**src/rtl/msl_pkg.sv**
```systemverilog
// Shared constants, types and helpers for the multiply-accumulate slice.
package msl_pkg;

   // Datapath widths.
   localparam int A_W = 12;
   localparam int P_W = 24;
   localparam int ACC_W = 32;
   localparam int RND_W = 8;
   localparam int RND_OUT_W = 24;
   localparam int FLAG_W = 8;
   localparam int CFG_W = 6;

   // Register bus.
   localparam int ADDR_W = 8;
   localparam logic [ADDR_W-1:0] CTRL_OFS = 8'h00;
   localparam logic [ADDR_W-1:0] STAGE_OFS = 8'h04;
   localparam logic [ADDR_W-1:0] MASK_OFS = 8'h08;
   localparam logic [ADDR_W-1:0] PATTERN_OFS = 8'h0C;
   localparam logic [ADDR_W-1:0] STATUS_OFS = 8'h10;
   localparam logic [ADDR_W-1:0] IRQ_MASK_OFS = 8'h14;
   localparam logic [ADDR_W-1:0] RESULT_OFS = 8'h18;
   localparam logic [ADDR_W-1:0] FLAGS_OFS = 8'h1C;
   localparam logic [ADDR_W-1:0] ROUNDED_OFS = 8'h20;
   localparam logic [1:0] RESP_OKAY = 2'h0;
   localparam logic [1:0] RESP_SLVERR = 2'h2;

   // Field positions and reset values.
   localparam int CTRL_ROUND_BIT = 0;
   localparam int IN_CFG_LSB = 0;
   localparam int PIPE_CFG_LSB = 6;
   localparam int OUT_CFG_LSB = 12;
   localparam logic [31:0] CTRL_RST = 32'h0000_0000;
   localparam logic [31:0] STAGE_RST = 32'h0000_0000;
   localparam logic [31:0] MASK_RST = 32'h0000_0000;
   localparam logic [31:0] PATTERN_RST = 32'h0000_0000;
   localparam logic [31:0] IRQ_MASK_RST = 32'h0000_0000;

   typedef enum logic [1:0] {
      OP_ACC = 2'b00,
      OP_SUB = 2'b01,
      OP_CASC = 2'b10,
      OP_PASS = 2'b11
   } msl_op_e;

   typedef struct packed {
      logic en;
      logic async_rst;
      logic [1:0] clk_sel;
      logic ce_sel;
      logic rst_sel;
   } msl_stage_cfg_s;

   typedef struct packed {
      logic load;
      msl_op_e op;
      logic [ACC_W-1:0] load_value;
      logic signed [A_W-1:0] a;
      logic signed [A_W-1:0] b;
   } msl_in_s;

   typedef struct packed {
      logic load;
      msl_op_e op;
      logic [ACC_W-1:0] load_value;
      logic signed [P_W-1:0] product;
   } msl_pipe_s;

   typedef struct packed {
      logic accum_range_error_flag;
      logic underflow;
      logic overflow;
      logic inverse_pattern_match_flag;
      logic pattern_match_flag;
      logic masked_ones_flag;
      logic masked_zero_flag;
      logic result_zero_flag;
   } msl_flags_s;

   function automatic logic stage_go(msl_stage_cfg_s c, logic [3:0] rise,
                                     logic [1:0] ce);
      return rise[c.clk_sel] & ce[c.ce_sel];
   endfunction : stage_go

   function automatic logic stage_clr(msl_stage_cfg_s c, logic [3:0] rise,
                                      logic [1:0] rst);
      return rst[c.rst_sel] & (c.async_rst | rise[c.clk_sel]);
   endfunction : stage_clr

   function automatic logic [31:0] apply_strb(logic [31:0] old,
                                              logic [31:0] data,
                                              logic [3:0] strb);
      logic [31:0] r;
      r = old;
      for (int i = 0; i < 4; i++) begin
         if (strb[i]) begin
            r[i*8 +: 8] = data[i*8 +: 8];
         end
      end
      return r;
   endfunction : apply_strb

endpackage : msl_pkg

```
**src/rtl/msl_flags.sv**
```systemverilog
// Compare logic for the result flags.
`timescale 1ns/1ns
module msl_flags (
   // Candidate result and compare settings
   input wire logic [msl_pkg::ACC_W-1:0] value,
   input wire logic [msl_pkg::ACC_W-1:0] mask,
   input wire logic [msl_pkg::ACC_W-1:0] pattern,
   input wire logic over,
   input wire logic under,
   // Flags
   output msl_pkg::msl_flags_s flags
);
   // A mask bit of one excludes that result bit from the compares.
   logic [msl_pkg::ACC_W-1:0] keep;

   assign keep = ~mask;
   assign flags.result_zero_flag = (value == '0);
   assign flags.masked_zero_flag = ((value & keep) == '0);
   assign flags.masked_ones_flag = ((value | mask) == '1);
   assign flags.pattern_match_flag = (((value ^ pattern) & keep) == '0);
   assign flags.inverse_pattern_match_flag =
      (((value ^ ~pattern) & keep) == '0);
   assign flags.overflow = over;
   assign flags.underflow = under;
   assign flags.accum_range_error_flag = over | under;
endmodule : msl_flags

```
**src/rtl/msl_slice.sv**
```systemverilog
// Multiply-accumulate slice with flags, stage control and register bus.
//
// Notes on behaviour
// - Multiply both operands and add product to accumulator; show the sum.
// - Input and pipeline register stages are each included or bypassed.
// - The output register always holds the accumulator; no bypass.
// - The fabric may load the accumulator with a start value at any time.
// - Overflow indication is taken from a register.
// - Flag an all-zero result, and a zero result in unmasked bits.
// - Flag a result whose unmasked bits are all one.
// - Flag a result equal to the pattern in unmasked bits.
// - Flag a result equal to the inverted pattern in unmasked bits.
// - Separate overflow and underflow flags plus a combined flag.
// - Each stage picks one of four clock sources.
// - Each stage picks its own clock enable and reset.
// - All registers reset synchronously; an immediate reset is selectable.
// - The operation may be chosen by the fabric on every cycle.
// - A cascade path links neighbouring slices for wider arithmetic.
// - Convergent round-half-to-even rounding is selectable.
//
// The placing of the registers and register access over AXI4-Lite were chosen for this implementation.
`timescale 1ns/1ns
module msl_slice (
   // Clock and reset
   input wire logic aclk,
   input wire logic aresetn,
   // Fabric operands and operation
   input wire logic signed [msl_pkg::A_W-1:0] operand_a,
   input wire logic signed [msl_pkg::A_W-1:0] operand_b,
   input wire msl_pkg::msl_op_e op_sel,
   input wire logic load_en,
   input wire logic [msl_pkg::ACC_W-1:0] load_value,
   input wire logic [msl_pkg::ACC_W-1:0] cascade_in,
   // Stage clock sources, enables and resets
   input wire logic clock_source_0,
   input wire logic clock_source_1,
   input wire logic clock_source_2,
   input wire logic clock_source_3,
   input wire logic [1:0] stage_ce,
   input wire logic [1:0] stage_rst,
   // Results
   output logic [msl_pkg::ACC_W-1:0] result,
   output logic [msl_pkg::RND_OUT_W-1:0] rounded_result,
   output logic [msl_pkg::ACC_W-1:0] cascade_out,
   output msl_pkg::msl_flags_s flags,
   // AXI4-Lite write address
   input wire logic [msl_pkg::ADDR_W-1:0] s_axi_awaddr,
   input wire logic s_axi_awvalid,
   output logic s_axi_awready,
   // AXI4-Lite write data
   input wire logic [31:0] s_axi_wdata,
   input wire logic [3:0] s_axi_wstrb,
   input wire logic s_axi_wvalid,
   output logic s_axi_wready,
   // AXI4-Lite write response
   output logic [1:0] s_axi_bresp,
   output logic s_axi_bvalid,
   input wire logic s_axi_bready,
   // AXI4-Lite read address
   input wire logic [msl_pkg::ADDR_W-1:0] s_axi_araddr,
   input wire logic s_axi_arvalid,
   output logic s_axi_arready,
   // AXI4-Lite read data
   output logic [31:0] s_axi_rdata,
   output logic [1:0] s_axi_rresp,
   output logic s_axi_rvalid,
   input wire logic s_axi_rready,
   // Interrupt
   output logic irq
);
   // Configuration and status registers.
   logic [31:0] ctrl;
   logic [31:0] stage_reg;
   logic [31:0] mask;
   logic [31:0] pattern;
   logic [31:0] irq_mask;
   logic [msl_pkg::FLAG_W-1:0] status;

   // Stage control.
   logic [3:0] src_now;
   logic [3:0] src_prev;
   logic [3:0] clk_rise;
   msl_pkg::msl_stage_cfg_s in_cfg;
   msl_pkg::msl_stage_cfg_s pipe_cfg;
   msl_pkg::msl_stage_cfg_s out_cfg;
   logic out_go;
   logic out_clr;
   logic out_fire;

   // Datapath.
   msl_pkg::msl_in_s in_d;
   msl_pkg::msl_in_s in_q;
   msl_pkg::msl_pipe_s pipe_d;
   msl_pkg::msl_pipe_s pipe_q;
   logic [msl_pkg::ACC_W-1:0] acc;
   logic signed [msl_pkg::ACC_W:0] base;
   logic signed [msl_pkg::ACC_W:0] prod_ext;
   logic signed [msl_pkg::ACC_W:0] sum;
   logic [msl_pkg::ACC_W-1:0] next_acc;
   logic next_over;
   logic next_under;
   logic [msl_pkg::RND_OUT_W-1:0] next_round;
   logic round_up;
   msl_pkg::msl_flags_s next_flags;

   // Bus slave state.
   logic aw_hold;
   logic [msl_pkg::ADDR_W-1:0] aw_addr;
   logic w_hold;
   logic [31:0] w_data;
   logic [3:0] w_strb;
   logic do_write;
   logic wr_ok;
   logic ar_take;
   logic [31:0] rd_data;
   logic rd_ok;

   // Clock sources are sampled and their rising edges become stage ticks.
   assign src_now = {clock_source_3, clock_source_2,
                     clock_source_1, clock_source_0};

   always_ff @(posedge aclk) begin
      if (!aresetn) begin
         src_prev <= 4'h0;
      end else begin
         src_prev <= src_now;
      end
   end

   assign clk_rise = src_now & ~src_prev;
   assign in_cfg = stage_reg[msl_pkg::IN_CFG_LSB +: msl_pkg::CFG_W];
   assign pipe_cfg = stage_reg[msl_pkg::PIPE_CFG_LSB +: msl_pkg::CFG_W];
   assign out_cfg = stage_reg[msl_pkg::OUT_CFG_LSB +: msl_pkg::CFG_W];
   assign out_go = msl_pkg::stage_go(out_cfg, clk_rise, stage_ce);
   assign out_clr = msl_pkg::stage_clr(out_cfg, clk_rise, stage_rst);
   assign out_fire = out_go & ~out_clr;

   // Operation and operands travel together so a per-cycle choice stays
   // aligned with its own data through the optional stages.
   always_comb begin
      in_d.load = load_en;
      in_d.op = op_sel;
      in_d.load_value = load_value;
      in_d.a = operand_a;
      in_d.b = operand_b;
   end

   msl_stage #(
      .W($bits(msl_pkg::msl_in_s))
   ) u_in_stage (
      .aclk(aclk),
      .aresetn(aresetn),
      .cfg(in_cfg),
      .clk_rise(clk_rise),
      .ce(stage_ce),
      .rst(stage_rst),
      .d(in_d),
      .q(in_q)
   );

   always_comb begin
      pipe_d.load = in_q.load;
      pipe_d.op = in_q.op;
      pipe_d.load_value = in_q.load_value;
      pipe_d.product = in_q.a * in_q.b;
   end

   msl_stage #(
      .W($bits(msl_pkg::msl_pipe_s))
   ) u_pipe_stage (
      .aclk(aclk),
      .aresetn(aresetn),
      .cfg(pipe_cfg),
      .clk_rise(clk_rise),
      .ce(stage_ce),
      .rst(stage_rst),
      .d(pipe_d),
      .q(pipe_q)
   );

   // Accumulate with one guard bit so the signed range can be checked.
   always_comb begin
      prod_ext = (msl_pkg::ACC_W + 1)'(pipe_q.product);
      if (pipe_q.load) begin
         base = (msl_pkg::ACC_W + 1)'(signed'(pipe_q.load_value));
      end else begin
         unique case (pipe_q.op)
            msl_pkg::OP_ACC: base = (msl_pkg::ACC_W + 1)'(signed'(acc));
            msl_pkg::OP_SUB: base = (msl_pkg::ACC_W + 1)'(signed'(acc));
            msl_pkg::OP_CASC:
               base = (msl_pkg::ACC_W + 1)'(signed'(cascade_in));
            msl_pkg::OP_PASS: base = '0;
         endcase
      end
      if (pipe_q.op == msl_pkg::OP_SUB) begin
         sum = base - prod_ext;
      end else begin
         sum = base + prod_ext;
      end
      next_acc = sum[msl_pkg::ACC_W-1:0];
      next_over = ~sum[msl_pkg::ACC_W] & sum[msl_pkg::ACC_W-1];
      next_under = sum[msl_pkg::ACC_W] & ~sum[msl_pkg::ACC_W-1];
   end

   // Convergent rounding: exact halves go to the even neighbour.
   always_comb begin
      round_up = next_acc[msl_pkg::RND_W-1] &
                 ((|next_acc[msl_pkg::RND_W-2:0]) |
                  next_acc[msl_pkg::RND_W]);
      round_up = round_up & ctrl[msl_pkg::CTRL_ROUND_BIT];
      next_round = next_acc[msl_pkg::ACC_W-1:msl_pkg::RND_W] +
                   {{(msl_pkg::RND_OUT_W - 1){1'b0}}, round_up};
   end

   msl_flags u_flags (
      .value(next_acc),
      .mask(mask),
      .pattern(pattern),
      .over(next_over),
      .under(next_under),
      .flags(next_flags)
   );

   // The output register is never bypassed and holds the accumulator.
   always_ff @(posedge aclk) begin
      if (!aresetn) begin
         acc <= '0;
         rounded_result <= '0;
      end else if (out_clr) begin
         acc <= '0;
         rounded_result <= '0;
      end else if (out_go) begin
         acc <= next_acc;
         rounded_result <= next_round;
      end
   end

   // Flags are registered with the output stage.
   always_ff @(posedge aclk) begin
      if (!aresetn) begin
         flags <= '0;
      end else if (out_clr) begin
         flags <= '0;
      end else if (out_go) begin
         flags <= next_flags;
      end
   end

   assign result = acc;
   assign cascade_out = acc;

   // Write channel: address and data are taken in either order.
   assign s_axi_awready = ~aw_hold;
   assign s_axi_wready = ~w_hold;
   assign do_write = aw_hold & w_hold & ~s_axi_bvalid;

   always_ff @(posedge aclk) begin
      if (!aresetn) begin
         aw_hold <= 1'b0;
         aw_addr <= '0;
      end else if (s_axi_awvalid && s_axi_awready) begin
         aw_hold <= 1'b1;
         aw_addr <= s_axi_awaddr;
      end else if (do_write) begin
         aw_hold <= 1'b0;
      end
   end

   always_ff @(posedge aclk) begin
      if (!aresetn) begin
         w_hold <= 1'b0;
         w_data <= '0;
         w_strb <= '0;
      end else if (s_axi_wvalid && s_axi_wready) begin
         w_hold <= 1'b1;
         w_data <= s_axi_wdata;
         w_strb <= s_axi_wstrb;
      end else if (do_write) begin
         w_hold <= 1'b0;
      end
   end

   always_comb begin
      unique case (aw_addr)
         msl_pkg::CTRL_OFS: wr_ok = 1'b1;
         msl_pkg::STAGE_OFS: wr_ok = 1'b1;
         msl_pkg::MASK_OFS: wr_ok = 1'b1;
         msl_pkg::PATTERN_OFS: wr_ok = 1'b1;
         msl_pkg::IRQ_MASK_OFS: wr_ok = 1'b1;
         default: wr_ok = 1'b0;
      endcase
   end

   always_ff @(posedge aclk) begin
      if (!aresetn) begin
         s_axi_bvalid <= 1'b0;
         s_axi_bresp <= msl_pkg::RESP_OKAY;
      end else if (do_write) begin
         s_axi_bvalid <= 1'b1;
         s_axi_bresp <= wr_ok ? msl_pkg::RESP_OKAY : msl_pkg::RESP_SLVERR;
      end else if (s_axi_bready) begin
         s_axi_bvalid <= 1'b0;
      end
   end

   // Configuration writes honour the byte strobes.
   always_ff @(posedge aclk) begin
      if (!aresetn) begin
         ctrl <= msl_pkg::CTRL_RST;
         stage_reg <= msl_pkg::STAGE_RST;
         mask <= msl_pkg::MASK_RST;
         pattern <= msl_pkg::PATTERN_RST;
         irq_mask <= msl_pkg::IRQ_MASK_RST;
      end else if (do_write) begin
         if (aw_addr == msl_pkg::CTRL_OFS) begin
            ctrl <= msl_pkg::apply_strb(ctrl, w_data, w_strb);
         end
         if (aw_addr == msl_pkg::STAGE_OFS) begin
            stage_reg <= msl_pkg::apply_strb(stage_reg, w_data, w_strb);
         end
         if (aw_addr == msl_pkg::MASK_OFS) begin
            mask <= msl_pkg::apply_strb(mask, w_data, w_strb);
         end
         if (aw_addr == msl_pkg::PATTERN_OFS) begin
            pattern <= msl_pkg::apply_strb(pattern, w_data, w_strb);
         end
         if (aw_addr == msl_pkg::IRQ_MASK_OFS) begin
            irq_mask <= msl_pkg::apply_strb(irq_mask, w_data, w_strb);
         end
      end
   end

   // Read channel.
   assign s_axi_arready = ~s_axi_rvalid;
   assign ar_take = s_axi_arvalid & s_axi_arready;

   always_comb begin
      rd_ok = 1'b1;
      unique case (s_axi_araddr)
         msl_pkg::CTRL_OFS: rd_data = ctrl;
         msl_pkg::STAGE_OFS: rd_data = stage_reg;
         msl_pkg::MASK_OFS: rd_data = mask;
         msl_pkg::PATTERN_OFS: rd_data = pattern;
         msl_pkg::STATUS_OFS: rd_data = {24'h00_0000, status};
         msl_pkg::IRQ_MASK_OFS: rd_data = irq_mask;
         msl_pkg::RESULT_OFS: rd_data = acc;
         msl_pkg::FLAGS_OFS: rd_data = {24'h00_0000, flags};
         msl_pkg::ROUNDED_OFS: rd_data = {8'h00, rounded_result};
         default: begin
            rd_data = 32'h0000_0000;
            rd_ok = 1'b0;
         end
      endcase
   end

   always_ff @(posedge aclk) begin
      if (!aresetn) begin
         s_axi_rvalid <= 1'b0;
         s_axi_rdata <= '0;
         s_axi_rresp <= msl_pkg::RESP_OKAY;
      end else if (ar_take) begin
         s_axi_rvalid <= 1'b1;
         s_axi_rdata <= rd_data;
         s_axi_rresp <= rd_ok ? msl_pkg::RESP_OKAY : msl_pkg::RESP_SLVERR;
      end else if (s_axi_rready) begin
         s_axi_rvalid <= 1'b0;
      end
   end

   // Sticky event bits: a read clears what it returned, a new event wins.
   always_ff @(posedge aclk) begin
      if (!aresetn) begin
         status <= '0;
      end else begin
         status <= (status &
                    ~((ar_take && s_axi_araddr == msl_pkg::STATUS_OFS) ?
                      status : '0)) |
                   (out_fire ? next_flags : '0);
      end
   end

   assign irq = |(status & irq_mask[msl_pkg::FLAG_W-1:0]);
endmodule : msl_slice

```
**src/rtl/msl_stage.sv**
```systemverilog
// Optional register stage with selectable clock, enable and reset.
`timescale 1ns/1ns
module msl_stage #(
   parameter int W = 8
) (
   // Clock and bus reset
   input wire logic aclk,
   input wire logic aresetn,
   // Stage selection
   input wire msl_pkg::msl_stage_cfg_s cfg,
   input wire logic [3:0] clk_rise,
   input wire logic [1:0] ce,
   input wire logic [1:0] rst,
   // Data
   input wire logic [W-1:0] d,
   output logic [W-1:0] q
);
   logic [W-1:0] held;

   always_ff @(posedge aclk) begin
      if (!aresetn) begin
         held <= '0;
      end else if (msl_pkg::stage_clr(cfg, clk_rise, rst)) begin
         held <= '0;
      end else if (msl_pkg::stage_go(cfg, clk_rise, ce)) begin
         held <= d;
      end
   end

   assign q = cfg.en ? held : d;
endmodule : msl_stage
```
**config.mk**
```make
export PLATFORM = sky130hd
export DESIGN_NAME = msl_slice
export DESIGN_NICKNAME = d
export VERILOG_FILES = /design/src/rtl/msl_pkg.sv /design/src/rtl/msl_flags.sv /design/src/rtl/msl_slice.sv /design/src/rtl/msl_stage.sv
export SDC_FILE = /design/constraint.sdc
export NUM_CORES = 2
export LEC_CHECK = 0
export BUFFER_PORTS_ARGS = -buffer_cell sky130_fd_sc_hd__clkbuf_2
export CAP_MARGIN = 20
export CORE_AREA = 2 2 166 290
export CTS_BUF_LIST = sky130_fd_sc_hd__clkbuf_4
export DETAILED_ROUTE_END_ITERATION = 8
export DIE_AREA = 0 0 168 292
export PLACE_DENSITY = 0.95
export SYNTH_ARGS = -nofsm -noshare
export SYNTH_HDL_FRONTEND = slang
export SYNTH_SLANG_ARGS = --single-unit
```
**constraint.sdc**
```tcl
create_clock -name aclk -period 32.6 [get_ports aclk]
set_input_delay 6.52 -clock aclk [delete_from_list [all_inputs] [get_ports aclk]]
set_output_delay 6.52 -clock aclk [all_outputs]
set_load 0.05 [all_outputs]
```
# Yosys cells after proc, flatten, opt, wreduce, memory -nomap -nowiden
# Cells that the tools add are included.
# word_totals
input_bits,158
wordCells,193
regBits,438
# op_classes
n_lt_le_gt_ge,9
eq_ne,16
n_reduce_logical,42
n_mul,1
bitwise_logic,41
addsub,3
muxes,37
# op_table
cell,n
$pmux W32 S9,1
$logic_not A32 Y1,4
$mux W59,2
$pmux W33 S3,1
$and A32 B32 Y32,3
$mux W33,2
$not A32 Y32,2
$xor A32 B32 Y32,2
$reduce_and A3 Y1,20
$eq A8 B5 Y1 const B,5
$add A33 B24 Y33,1
$sub A33 B24 Y33,1
$eq A32 B32 Y1 const B,1
$eq A8 B4 Y1 const B,4
$or A32 B32 Y32,1
$add A24 B1 Y24,1
$mul A12 B12 Y24,1
$mux W1,24
$and A8 B8 Y8,2
$eq A8 B3 Y1 const B,2
$logic_not A8 Y1,2
$mux W8,2
$and A1 B1 Y1,14
$lt A1 B2 Y1 const B,6
20 further kinds,45

# Depth between registers and ports, before layout
# logic_depth
word_depth,14
ltp_mapped,41
ltp_nobuf,38

# Modules after synthesis
# From an unflattened synthesis, not the netlist that was laid out.
# unflattened
cells_unflattened,3425
area_unflattened_um2,29936.2
# by_module_without_submodules
module,seq_area_each_um2,cells_per_inst,area_per_inst_um2,n_inst
msl_slice,6366.1,2579,22111.2,1
msl_stage,1181.1,339,3348.2,2
msl_flags,0.0,168,1128.6,1

# Worst setup path before layout
# Ideal clock, no wire load.
# synth_path
kind,input -> register
startpoint,in operand_a[11] (netlist name)
endpoint,reg flags[4] (netlist name)
t_arrival_ns,15.255
path_stages,35
path_slack_ns,17.275
n_path_buf,2
cell_sequence,mux2_2 -> clkbuf_1 -> nand2_1 -> inv_1 -> fa_1 -> inv_1 -> fa_1 -> fa_1 -> inv_1 -> fa_1 -> inv_1 -> fa_1 -> inv_1 -> ha_1 -> a2111o_1 -> a21oi_1 -> o31ai_1 -> xor2_1 -> mux2_2 -> or3_1 -> a2111oi_4 -> nand3_1 -> a21oi_1 -> ha_1 -> clkbuf_1 -> a21o_1 -> o21bai_1 -> a21oi_1 -> mux2i_1 -> nor3_1 -> or4_1 -> or4_1 -> nor4_2 -> nand4_1 -> a21oi_1
# synth_between
elab_chain_cells,8
word_cells_on_any_way,9
# synth_lines
item,line_no,text
start: declaration,msl_slice.sv:28,"input wire logic signed [msl_pkg::A_W-1:0] operand_a,"
$mux W59 *,msl_stage.sv:30,assign q = cfg.en ? held : d;
$mul A12 B12 Y24 *,msl_slice.sv:165,pipe_d.product = in_q.a * in_q.b;
$mux W59 *,msl_stage.sv:30,
$add A33 B24 Y33 / $sub A33 B24 Y33 (equally long branches),"msl_slice.sv:198, msl_slice.sv:196",
$mux W33 *,msl_slice.sv:195,if (pipe_q.op == msl_pkg::OP_SUB) begin
$xor A32 B32 Y32 *,msl_flags.sv:22,(((value ^ ~pattern) & keep) == '0);
$and A32 B32 Y32 *,msl_flags.sv:22,
$logic_not A32 Y1 *,msl_flags.sv:22,
end signal: assignment,msl_slice.sv:245,flags <= next_flags;
end: declaration,msl_slice.sv:45,"output msl_pkg::msl_flags_s flags,"
# Every way passes the cells marked *; elsewhere a longest branch is shown, timed or not.
# A chain may end at the register's enable or synchronous reset.

# Worst setup path after layout
# layout_path
startpoint,in operand_a[10] (netlist name)
endpoint,reg flags[4] (netlist name)
# Same word-level chain as after synthesis.

==> summary.md <==
| Metric | Value |
|---|---|
| Total Routing Usage GR | `0.444` |
| Cell family with the largest share of critical-path delay | `compound AO/OA/AOI/OAI gates` |
| Filler instances | `3403` |
| Drt total wl | `111000 um` |
| Violated checks | `design-rule violations` |
| Tcrit/Tclk final | `0.513` |
| Via-per-instance ratio | `6.66` |
| Worst Reg-to-Reg Cells | `34` |
| Final Slew Violations | `0` |
| Total CTS buffers | `99` |
| Status | `finished with violations` |
| Cell Area, Synth | `30100 um2` |
| Slowest CP cell | `a21oi_1` |
| Yosys warns | `0` |
| Worst-Margin Slew | `1080 ps` |
| Synth-to-layout area growth | `9.39%` |
| Most frequent CP cell | `fa_1` |
| Detail Placement HPWL | `82100 um` |
| RSZ-0062 raised after global routing | `false` |
| TritonCTS sink count | `436` |
| Core area | `46600 um2` |
| CP Depth | `34` |
| Critical path's largest stage delay | `760 ps` |
| Iter 0 DRT Violations | `3592` |
| Die span in y | `292 um` |
| Worst-Skew Late Latency | `930 ps` |
| Largest cells by area after synthesis | `dfxtp_1 29%, fa_1 9.2%, mux2i_1 7.9%` |
| Top cell type's share of synthesized area | `0.290` |
| Top flop regs | `u_in_stage.held (59), u_pipe_stage.held (59)` |
| PortBufs | `293` |
| Worst EP required | `33380 ps` |
| Placer congestion estimate | `1.12` |
| Vias in the first global route | `30100` |
| Hold Fails Final Rpt | `0` |
| Seq/Total Area, Yosys | `0.290` |
| Grt ovf | `0` |
| Setup crit start kind | `input pin` |
| Area after DPL | `31600 um2` |
| Setup TNS | `0 ps` |
| Pre-CTS setup slack | `15520 ps` |
| Fin nets | `4156` |
| Mapped Cells | `3582` |
| Crit path DAT | `17510 ps` |
| Finish-stage setup viols | `0` |
| Synth async-reset ratio | `0` |
| Hold Crit Depth | `2` |
| CTS Buffer Depth | `3` |
| Synth Flop Type | `dfxtp_1` |
| Io pins | `296` |
| Worst hold path class | `reg2reg` |
| CTS resizes | `0` |
| Achievable Freq | `0.0598 GHz` |
| ANT nets after route | `0` |
| CTS tree | `built` |
| Max-cap violations | `0` |
| Pre-Repair DR Iteration Count | `9` |
| Per-cell routed wire length | `25.0 um` |
| Initial antenna violation count | `5` |
| Setup WS post-layout | `15860 ps` |
| H-tree Lvls | `3` |
| # hold bufs at CTS | `0` |
| Global-route wire length before repair | `167000 um` |
| Largest net degree at the start of global routing | `118` |
| Most frequent cells after synthesis | `547 x nand2_1, 436 x dfxtp_1, 295 x a21oi_1` |
| Worst rel slew slack | `0.258` |
| Die W | `168 um` |
| Cell with the most instances after synthesis | `nand2_1` |
| Clk root buf | `clkbuf_4` |
| Buffer and inverter count on the worst path | `5` |
| EDFF count, synth | `0` |
| Post-synthesis average cell area | `8.40 um2` |
| Post-synth top area cell | `dfxtp_1` |
| Layout cells sized above 1 | `0.159` |
| CP Capture Type | `flip-flop` |
| Number of synthesized register bits | `436` |
| # DRC | `11` |
| Skew final | `99.3 ps` |
| CP Class | `in2reg` |
| Vias | `29500` |
| FP Rows | `105` |
| Post-Layout Inst Area | `32900 um2` |
| Initial Utilization | `0.645` |
| CP max FO | `12` |
| Setup Fix Bufs, Post-CTS | `0` |
| Clk pin slew, worst setup/hold paths | `90 ps` |
| Synth cell types | `98` |
| Crit path time final | `16740 ps` |
| Die area | `49100 um2` |
path summary, 6_finish.rpt:
check | to | slack [ps] | startpoint
max | flags[4] | 15860 | operand_a[10]
min | u_in_stage.held[36] | 450 | u_in_stage.held[36]
max reg2reg | flags[4] | 20120 | stage_reg[5]
min reg2reg | u_in_stage.held[36] | 450 | u_in_stage.held[36]
routing by layer:
layer / global-route usage / vias to the layer above / part of all wire
li1: - / 12800 / -
met1: 0.429 / 13700 / 0.30
met2: 0.736 / 2160 / 0.47
met3: 0.112 / 840 / 0.098
met4: 0.477 / 0 / 0.13
met5: 0 / - / 0
metrics by stage:
stage,hold slack (ps),instances,utilization
floorplan,431,3583,-
global placement,437,4254,0.677
detailed placement,445,4254,0.677
CTS,454,4423,0.705
global route,467,4429,0.705
finish,453,4434,0.706
worst register-to-register path, delay by kind of cell (launching register included):
kind | cells | cell delay [ps]
compound gates | 10 | 4010
mux | 1 | 720
simple gates | 7 | 1340
fa+ha+maj | 7 | 3490
flops | 1 | 590
buf+inv | 5 | 920
xor+xnor | 4 | 1280
final cells by class:
type | count | area [um2] | share of cell area
diodes | 7 | 17.5 | 0.000532
clock inverters | 32 | 240 | 0.00730
well taps | 588 | 736 | 0.0224
clock buffers | 137 | 1030 | 0.0313
multi-input cells | 2685 | 19600 | 0.595
flip-flops and latches | 436 | 8730 | 0.265
repair buffers | 330 | 1750 | 0.0532
inverters | 219 | 822 | 0.0250
cells in the final DEF (no fill, tap or decap), types with 17 or more instances in the layout:
| cell | instances |
|---|---|
| nand4_1 | 21 |
| nor2b_1 | 228 |
| o21ai_0 | 51 |
| a221oi_1 | 40 |
| nand3_1 | 35 |
| a21boi_0 | 38 |
| clkbuf_2 | 292 |
| a31oi_1 | 23 |
| inv_1 | 218 |
| a222oi_1 | 56 |
| ha_1 | 88 |
| mux2_2 | 62 |
| nor2_1 | 208 |
| a21o_1 | 22 |
| xor2_1 | 49 |
| clkinv_1 | 19 |
| clkbuf_4 | 137 |
| mux2i_1 | 236 |
| dfxtp_1 | 435 |
| o22ai_1 | 17 |
| a21oi_1 | 295 |
| a211oi_1 | 32 |
| nor4_1 | 18 |
| o21a_1 | 17 |
| nor3_1 | 40 |
| fa_1 | 139 |
| buf_4 | 37 |
| and2_1 | 26 |
| xnor2_1 | 80 |
| nand2_1 | 545 |
| a22oi_1 | 37 |
| nand2b_1 | 22 |
kinds of logic (layout without fill, tap and decap cells):
family,count (synthesis),after routing,share of synthesized area
buf+inv,462,718,0.0625
simple gates,1245,1245,0.197
mux,302,302,0.104
xor+xnor,135,135,0.0408
other cells,1,9,0.000125
fa+ha+maj,227,227,0.129
flops,436,436,0.290
compound gates,774,774,0.176
Power is left out: the tool's default activity adds up to more than one toggle a clock period on the data nets, which glitch-free logic cannot reach.
